File: src/design/aux_cmd_regs.svh
// register offsets, command codes and reset values for the command decoder
`ifndef AUX_CMD_REGS_SVH
`define AUX_CMD_REGS_SVH

// register offsets on the plain port
`define ADDR_AUX_COMMAND 3'h5
`define ADDR_ADDRESS_STATUS 3'h4
// command byte fields
`define CMD_SET_BIT 7
`define CMD_CODE_HI 4
// five-bit function codes
`define FC_SWRST 5'h00
`define FC_DAC_REL 5'h01
`define FC_RHDF 5'h02
`define FC_HDFA 5'h03
`define FC_HDFE 5'h04
`define FC_NBAF 5'h05
`define FC_FGET 5'h06
`define FC_RTL 5'h07
`define FC_FEOI 5'h08
`define FC_LON 5'h09
`define FC_TON 5'h0A
`define FC_GTS 5'h0B
`define FC_TCA 5'h0C
`define FC_TCS 5'h0D
`define FC_RPP 5'h0E
`define FC_SIC 5'h0F
`define FC_SRE 5'h10
`define FC_RQC 5'h11
`define FC_RLC 5'h12
`define FC_DAI 5'h13
`define FC_PTS 5'h14
`define FC_STDL 5'h15
`define FC_SHDW 5'h16
`define FC_VSTDL 5'h17
`define FC_SRQ_B 5'h18
`define FC_MODE 5'h19
`define FC_REQ 5'h1A
`define FC_CHRST 5'h1C
`define FC_IST 5'h1D
`define FC_PAGE_A 5'h1E
`define FC_PAGE_B 5'h1F
// flag indices in the static flag vector
`define FL_SWRST 0
`define FL_HDFA 1
`define FL_HDFE 2
`define FL_FGET 3
`define FL_RTL 4
`define FL_LON 5
`define FL_TON 6
`define FL_RPP 7
`define FL_SIC 8
`define FL_SRE 9
`define FL_DAI 10
`define FL_STDL 11
`define FL_SHDW 12
`define FL_VSTDL 13
`define FL_SRQ_B 14
`define FL_IST 15
`define NUM_FLAGS 16
// flags after reset: software reset is set, all else clear
`define FLAGS_RESET 16'h0001
`define PAGE_RESET 3'h0
`endif

File: src/design/aux_cmd_pkg.sv
// types shared by the command decoder
package aux_cmd_pkg;
  // pulsed command strobes, one bit each
  typedef struct packed {
    logic dacInvalid;
    logic dacValid;
    logic releaseRfd;
    logic nbaFalse;
    logic sendEoi;
    logic goStandby;
    logic takeAsync;
    logic takeSync;
    logic reqControl;
    logic relControl;
    logic passSecondary;
    logic modeSwitch;
    logic rsvFalse;
    logic rsvTrue;
    logic chipReset;
  } pulses_t;
  // which hidden register is paged in
  typedef enum logic [2:0] {
    PAGE_NONE,
    PAGE_IRQ_MASK_B,
    PAGE_BUS_CTRL,
    PAGE_EOS,
    PAGE_ACCESSORY
  } page_t;
endpackage

File: src/design/aux_command_decoder.sv
// auxiliary command decoder with address status reporting
`timescale 1ns/1ps
`include "aux_cmd_regs.svh"

module aux_command_decoder (
  // clock and reset
  input wire logic sys_clk,
  input wire logic reset,
  // register port
  input wire logic [2:0] regAddr,
  input wire logic [7:0] regWrData,
  input wire logic regWrite,
  input wire logic regRead,
  output logic [7:0] regRdData,
  // address status inputs from the interface functions
  input wire logic primaryValid,
  input wire logic primaryLsb,
  input wire logic [6:0] statusUpper,
  // static feature flags
  output logic [15:0] flags,
  // pulsed command strobes
  output aux_cmd_pkg::pulses_t pulses,
  // paged-in register selection
  output aux_cmd_pkg::page_t page,
  // interface functions held idle
  output logic functionsIdle
);
  import aux_cmd_pkg::*;

  logic ulpa;
  logic next_ulpa;
  logic [15:0] next_flags;
  pulses_t next_pulses;
  page_t next_page;
  logic [7:0] next_rdData;

  // command decode wires
  wire cmdWrite = regWrite && (regAddr == `ADDR_AUX_COMMAND);
  wire setBit = regWrData[`CMD_SET_BIT];
  wire [4:0] code = regWrData[`CMD_CODE_HI:0];
  // cmd byte format: bits 6 and 5 must be zero to decode
  wire wellFormed = (regWrData[6:5] == 2'b00);
  wire cmdValid = cmdWrite && wellFormed;

  function automatic logic hit(input logic [4:0] c, input logic [4:0] f);
    hit = (c == f);
  endfunction

  // static code to flag index; 5'h1F means not a static command
  function automatic logic [4:0] flagIndex(input logic [4:0] c);
    case (c)
      `FC_SWRST: flagIndex = 5'(`FL_SWRST);
      `FC_HDFA: flagIndex = 5'(`FL_HDFA);
      `FC_HDFE: flagIndex = 5'(`FL_HDFE);
      `FC_FGET: flagIndex = 5'(`FL_FGET);
      `FC_RTL: flagIndex = 5'(`FL_RTL);
      `FC_LON: flagIndex = 5'(`FL_LON);
      `FC_TON: flagIndex = 5'(`FL_TON);
      `FC_RPP: flagIndex = 5'(`FL_RPP);
      `FC_SIC: flagIndex = 5'(`FL_SIC);
      `FC_SRE: flagIndex = 5'(`FL_SRE);
      `FC_DAI: flagIndex = 5'(`FL_DAI);
      `FC_STDL: flagIndex = 5'(`FL_STDL);
      `FC_SHDW: flagIndex = 5'(`FL_SHDW);
      `FC_VSTDL: flagIndex = 5'(`FL_VSTDL);
      `FC_SRQ_B: flagIndex = 5'(`FL_SRQ_B);
      `FC_IST: flagIndex = 5'(`FL_IST);
      default: flagIndex = 5'h1F;
    endcase
  endfunction

  wire [4:0] fIdx = flagIndex(code);
  wire isStatic = (fIdx != 5'h1F);

  // pulsed decode; reserved codes fall through to nothing
  wire pChipRst = cmdValid && !setBit && hit(code, `FC_CHRST);
  always_comb begin
    next_pulses = '0;
    if (cmdValid) begin
      // DAC release, valid or not by the set bit
      next_pulses.dacInvalid = !setBit && hit(code, `FC_DAC_REL);
      next_pulses.dacValid = setBit && hit(code, `FC_DAC_REL);
      next_pulses.releaseRfd = !setBit && hit(code, `FC_RHDF);
      next_pulses.nbaFalse = !setBit && hit(code, `FC_NBAF);
      next_pulses.sendEoi = !setBit && hit(code, `FC_FEOI);
      next_pulses.goStandby = !setBit && hit(code, `FC_GTS);
      next_pulses.takeAsync = !setBit && hit(code, `FC_TCA);
      next_pulses.takeSync = !setBit && hit(code, `FC_TCS);
      next_pulses.reqControl = !setBit && hit(code, `FC_RQC);
      next_pulses.relControl = !setBit && hit(code, `FC_RLC);
      next_pulses.modeSwitch = setBit && hit(code, `FC_MODE);
      next_pulses.chipReset = pChipRst;
      next_pulses.passSecondary = !setBit && hit(code, `FC_PTS);
      next_pulses.rsvFalse = !setBit && hit(code, `FC_REQ);
      next_pulses.rsvTrue = setBit && hit(code, `FC_REQ);
    end
  end

  // static flags; set bit decides value
  always_comb begin
    next_flags = flags;
    // chip reset sets software reset, clears holdoffs
    if (pChipRst) begin
      next_flags = `FLAGS_RESET;
    end else if (cmdValid && isStatic) begin
      next_flags[fIdx[3:0]] = setBit;
    end
  end

  // page-in selection, held until cleared or replaced
  always_comb begin
    next_page = page;
    if (pChipRst) begin
      next_page = PAGE_NONE;
    end else if (cmdValid && !setBit && hit(code, `FC_PAGE_A)) begin
      next_page = PAGE_IRQ_MASK_B;
    end else if (cmdValid && !setBit && hit(code, `FC_PAGE_B)) begin
      next_page = PAGE_BUS_CTRL;
    end else if (cmdValid && setBit && hit(code, `FC_PAGE_A)) begin
      next_page = PAGE_EOS;
    end else if (cmdValid && setBit && hit(code, `FC_PAGE_B)) begin
      next_page = PAGE_ACCESSORY;
    end else if (cmdValid && setBit && hit(code, `FC_CHRST)) begin
      next_page = PAGE_NONE;
    end
  end

  // ulpa tracks last primary address; chip reset wins
  assign next_ulpa = pChipRst ? 1'b0 :
                     primaryValid ? primaryLsb : ulpa;

  // read data; command register reads as zero (write only)
  assign next_rdData = (regRead && regAddr == `ADDR_ADDRESS_STATUS) ?
                       {statusUpper, ulpa} : 8'h00;

  // strobes registered so each lasts one clock
  always_ff @(posedge sys_clk or posedge reset) begin
    if (reset) begin
      pulses <= '0;
      flags <= `FLAGS_RESET;
      page <= PAGE_NONE;
      ulpa <= 1'b0;
      regRdData <= 8'h00;
      functionsIdle <= 1'b1;
    end else begin
      pulses <= next_pulses;
      flags <= next_flags;
      page <= next_page;
      ulpa <= next_ulpa;
      regRdData <= next_rdData;
      functionsIdle <= next_flags[`FL_SWRST];
    end
  end
endmodule

File: config.mk
export PLATFORM = sky130hd
export DESIGN_NAME = aux_command_decoder
export DESIGN_NICKNAME = d
export VERILOG_FILES = /design/src/design/aux_cmd_pkg.sv /design/src/design/aux_command_decoder.sv
export VERILOG_INCLUDE_DIRS = /design/src /design/src/design
export SDC_FILE = /design/constraint.sdc
export NUM_CORES = 1
export LEC_CHECK = 0
export ABC_AREA = 1
export BUFFER_PORTS_ARGS = -buffer_cell sky130_fd_sc_hd__buf_4
export CAP_MARGIN = 20
export CORE_MARGIN = 2
export CORE_UTILIZATION = 55
export CTS_CLUSTER_SIZE = 10
export DETAILED_ROUTE_END_ITERATION = 16
export PLACE_DENSITY = 0.84
export SYNTH_ARGS = -nofsm -noshare
export SYNTH_HDL_FRONTEND = slang
export SYNTH_SLANG_ARGS = --single-unit
File: constraint.sdc
create_clock -name sys_clk -period 3.3 [get_ports sys_clk]
set_clock_uncertainty 0.05 [all_clocks]
set_input_delay 0.66 -clock sys_clk [delete_from_list [all_inputs] [get_ports sys_clk]]
set_output_delay 0.66 -clock sys_clk [all_outputs]
set_load 0.05 [all_outputs]
Word-level counts from Yosys, hierarchy flattened:

Memory sizes are Yosys's and may differ from the RTL's.
Cells that the tools add are included.

* magnitude comparators: 2
* equality and inequality tests: 18
* muxes and demuxes: 15
* reduce and logical (&&, ||, !) cells: 32

Operator list (count)
* $eq A5 B5 Y1 const B: 8
* $mux W16: 2
* $logic_and A1 B1 Y1: 27
* $eq A5 B4 Y1 const B: 4
* $mux W3: 6
* $bwmux W16: 1
* $mux W15: 1
* $mux W8: 1
* $eq A3 B3 Y1 const B: 2
* $reduce_bool A6 Y1: 1
* $eq A5 B1 Y1 const B: 1
* $eq A5 B2 Y1 const B: 1
* $eq A5 B3 Y1 const B: 1
* $lt A4 B5 Y1 const B: 1
* $ne A5 B5 Y1 const B: 1
* $demux W1 S4: 1
* $ge A4 B1 Y1 const B: 1
* $reduce_bool A2 Y1: 2
* $mux W1: 3
* $logic_not A2 Y1: 1
* $logic_not A1 Y1: 1

* register bits after elaboration: 43
* memory bits (read-only): 160
* output and inout bits: 43
* logic and storage cells: 88
* memories kept: 1

Memories
* (no name shown): words 32, bits a word 5, read ports 1, clocked after Yosys merged registers in 0, wr ports 0, line aux_command_decoder.sv:51 `case (c)`

Longest topological paths before layout:

* word-level depth: 11
* depth in mapped cells: 14
* depth with buffers taken out: 14

Worst setup path before layout:

No wires, ideal clock.

* path type: input port to flip-flop
* from: input port regWrData[1]
* to: register flags[4]
* setup time: 0.120 ns
* data arrival time: 1.875 ns
* required time: 3.130 ns
* setup slack: 1.255 ns
* stages: 11
* buffers on the path: 0
* cells stage by stage: inv_1 -> ha_1 -> inv_1 -> nand2_1 -> nand3_2 -> nand2_1 -> nand2_2 -> nor3_4 -> nand2_1 -> nand3_1 -> nand2_1

* cells in the longest elaborated chain, start to end: 8
* elaborated cells between the ends (all ways): 14
* classes of those cells: order compare: 2; eq/ne: 2; mux: 5; reduce/logical: 4; memory: 1

Ends and longest elaborated chain
* from (decl): line aux_command_decoder.sv:11 `input wire logic [7:0] regWrData,`
* $mem_v2 Z32 W5
* $lt A4 B5 Y1 (not written as such) or $ge A4 B1 Y1 (tied branches): line aux_command_decoder.sv:106 `next_flags[fIdx[3:0]] = setBit;`
* $logic_and A1 B1 Y1 (not written as such): line aux_command_decoder.sv:106
* $mux W1 (not written as such): line aux_command_decoder.sv:106
* $demux W1 S4: line aux_command_decoder.sv:106
* $bwmux W16: line aux_command_decoder.sv:106
* $mux W16: line aux_command_decoder.sv:105 `end else if (cmdValid && isStatic) begin`
* $mux W16: line aux_command_decoder.sv:103 `if (pChipRst) begin`
* to (signal assigned): line aux_command_decoder.sv:140 `` flags <= `FLAGS_RESET; ``
* to (signal assigned): line aux_command_decoder.sv:147 `flags <= next_flags;`
* to (decl): line aux_command_decoder.sv:20 `output logic [15:0] flags,`

Several ways; a longest one is shown, not always the timed one. The select of a mux whose other input is x is not followed.
A chain may end at the register's enable or synchronous reset.

Worst setup path in the final report:

* from: input port regWrData[1]
* to: register flags[10]

Same word-level chain as after synthesis.

==> out/qor.txt <==
CTS tree: yes
Slowest stage delay, CP: 0.30 ns
Initial Util: 0.5674
Netlist cell types: 27
CP dominant cell by count: nand2_1
Reg2Reg Setup Slack: 2.50 ns
Vias/cell: 5.134
Drt first-iter violations: 138
Clk_lat worst skew: 0.29 ns
Worst r2r path cells: 2
Leakage: 1.616 nW
Max Clk Rate: 484.1 MHz
Final Max Slew Viols: 0
Syn_nets: 322
WL/cell: 13.00 um
P_sw: 0.3097 mW
Max-cap violation count: 0
Global-route wire length before repair: 8597 um
Pwr/cell area: 368.4 nW/um2
Clk sink count: 43
Crit. path cell count: 14
Cells after synthesis: 292
DIE AREA: 4657 um2
Clock Power Share: 0.307
Number of routed nets with antenna violations: 0
Slowest cell on the critical path: ha_1
Tcrit/Tclk final: 0.6260
CTS max path bufs: 2
HP Class: primary input to async pin
CTS root buffer: clkbuf_8
Setup Buffers After CTS: 0
Net Sw Frac: 0.2940
Worst Path Arrival: 2.22 ns
Ratio of cells with drive above 1 in the final layout: 0.2639
Clock period minus worst slack: 2.066 ns
CP endpoint kind: flop
GR Overflow Total: 0
Vias in the first global route: 1844
GRT Total Usage: 0.2502
Ys Warns: 0
Startpoint Class: primary input
Final WL: 5328 um
RSZ-0062 raised after global routing: no
Slew HR: 0.5182
Worst-Margin Slew: 0.7219 ns
H-tree depth: 2
Setup TNS: 0 ns
Clock transition at path regs: 0.08 ns
Final setup viols: 0
Num CTS Buffers: 5
Synth Register Bits: 43
Critical Path Fanout Max: 5
DRC Markers: 0
Top cells by area, synth: dfrtp_1, nand2_1, inv_1, nor2_1, nand3_1
Internal power: 0.7436 mW
Die extent in y: 68.24 um
Placer congestion estimate: 0.8781
Critical path required time: 3.46 ns
Largest net degree at the start of global routing: 25
Die Wd: 68.24 um
DRT Pass-1 Iters: 4
Fin nets: 389
IO buf count: 66
Yosys top cell area share: 0.4631
Post-Syn Area: 2270 um2
Pre-CTS setup slack: 0.9437 ns
# rows: 23
Kind of critical path: primary input to flop
Comb pwr share: 0.179
Sequential share of power: 0.514
DPL Wire Length: 4181 um
Antenna violations before repair: 0
Syn avg cell area: 7.773 um2
Layout area overhead: 25.96%
Seq/Total Area, Yosys: 0.4746
CTS-repair resized insts: 0
Core box area: 4000 um2
Crit path buf inv count: 4
Setup WS post-layout: 1.234 ns
Final hold viol count: 0
Cts hold-fix bufs: 0
Ant. Diodes: 0
Routed vias: 2105
I/O pins: 67
Status: finished clean
Peak supply drop: 276.7 uV
Area leader, netlist: dfrtp_1
Filler cells: 324
CP delay by family, top: simple AND/OR/NAND/NOR gates
Crit path cell chain: buf_4 -> inv_1 -> ha_1 -> inv_1 -> nand2_1 -> nand3_1 -> nand2_1 -> nand2_1 -> nand2_1 -> nor2_2 -> inv_2 -> nor2_1 -> nand2_1 -> o21ai_0
==> kinds of logic (layout without fill, tap and decap cells) <==
family | count (synthesis) | in the layout | share of synthesized area
and+or+nand+nor | 177 | 177 | 0.3534
buffers and inverters | 45 | 113 | 0.08985
DFF | 43 | 43 | 0.4746
AOI/OAI and AO/OA | 21 | 21 | 0.04906
adders and majority gates | 6 | 6 | 0.03308
==> cell type report <==
| type | count | area (um2) | area share |
|---|---|---|---|
| multi-input combinational | 204 | 988.4 | 0.3457 |
| tap | 50 | 62.56 | 0.02188 |
| sequential | 43 | 1077 | 0.3768 |
| clock buffer | 6 | 72.57 | 0.02538 |
| inverter | 38 | 142.6 | 0.04989 |
| timing repair buffer | 67 | 503.0 | 0.1759 |
| clock inverter | 2 | 12.51 | 0.004376 |
==> per-stage QoR <==
step                  util  area [um2]  hold slack, ns  cells  total power [mW]
floorplan                -        2270          0.4069    292            0.6814
global placement    0.6935        2774          0.4104    402            0.7362
detailed placement  0.6935        2774          0.4287    402            0.7394
CTS                 0.7147        2859          0.4483    410             1.059
global route        0.7147        2859          0.4834    410             1.100
finish              0.7147        2859          0.4345    410             1.053
==> cells in the final DEF, fill, tap and decap left out <==
master | netlist | final
inv_1 | 34 | 34
o21ai_0 | 10 | 10
nor3_1 | 6 | 6
nand4_1 | 5 | 5
nor4_1 | 2 | 2
nor2_1 | 34 | 34
nand2_2 | 5 | 5
nor2_4 | 1 | 1
o21ai_1 | 5 | 5
nor2_2 | 3 | 3
clkbuf_1 | 0 | 1
clkinvlp_4 | 0 | 1
clkinv_2 | 0 | 1
nand3_1 | 23 | 23
a21oi_1 | 4 | 4
clkbuf_8 | 0 | 5
o21ai_2 | 1 | 1
o211ai_1 | 1 | 1
buf_4 | 3 | 67
inv_2 | 4 | 4
nor3_4 | 1 | 1
ha_1 | 6 | 6
nand3_2 | 3 | 3
dfstp_2 | 1 | 1
nand2_4 | 2 | 2
nor2b_1 | 1 | 1
nand3b_1 | 2 | 2
nand2_1 | 89 | 89
dfrtp_1 | 42 | 42
==> power groups by stage <==
| stage | Sequential, mW | Clock, mW | Combinational (mW) |
|---|---|---|---|
| 2_1_floorplan | 0.581 | 0 | 0.100 |
| 3_3_place_gp | 0.551 | 0 | 0.185 |
| 3_5_place_dp | 0.552 | 0 | 0.188 |
| 4_1_cts | 0.541 | 0.330 | 0.189 |
| 5_1_grt | 0.542 | 0.348 | 0.210 |
| 6_report | 0.541 | 0.324 | 0.189 |
==> path summary, 6_finish.rpt <==
kind                                          end                 start
hold / removal             regRdData[2]$_DFF_PP0_                 reset
hold reg to reg               page[2]$_DFFE_PP0P_   page[2]$_DFFE_PP0P_
setup / recovery            flags[10]$_DFFE_PP0P_          regWrData[1]
max in group asynchronous    flags[0]$_DFFE_PP1P_                 reset
setup reg to reg             flags[0]$_DFFE_PP1P_  flags[0]$_DFFE_PP1P_
min in group sys_clk          page[2]$_DFFE_PP0P_   page[2]$_DFFE_PP0P_
==> synth_stat cells <==
library cell,number
a21oi_1,4
nor2b_1,1
o211ai_1,1
nor3_1,6
nor3_4,1
nand2_4,2
o21ai_0,10
nand3_1,23
nand3b_1,2
ha_1,6
nor2_1,34
nand4_1,5
nand2_2,5
buf_6,3
o21ai_1,5
inv_1,34
buf_4,3
dfrtp_1,42
nor2_2,3
nand3_2,3
dfstp_2,1
inv_2,4
buf_2,1
o21ai_2,1
nor4_1,2
nand2_1,89
nor2_4,1
==> state kept, by name, summed over array words and instances, names as in the netlist <==
signal and count:
regRdData 8, flags 16, pulses 15, ulpa 1, page 3
==> metal layers <==
| layer | vias up | global-route usage | wire, um |
|---|---|---|---|
| met1 | 985 | 0.3301 | 2254 |
| li1 | 1040 | - | - |
| met2 | 75 | 0.4114 | 2637 |
| met5 | - | 0 | 0 |
| met3 | 5 | 0.04276 | 357 |
| met4 | 0 | 0.09500 | 79 |
Power figures use the tool's default switching activity.
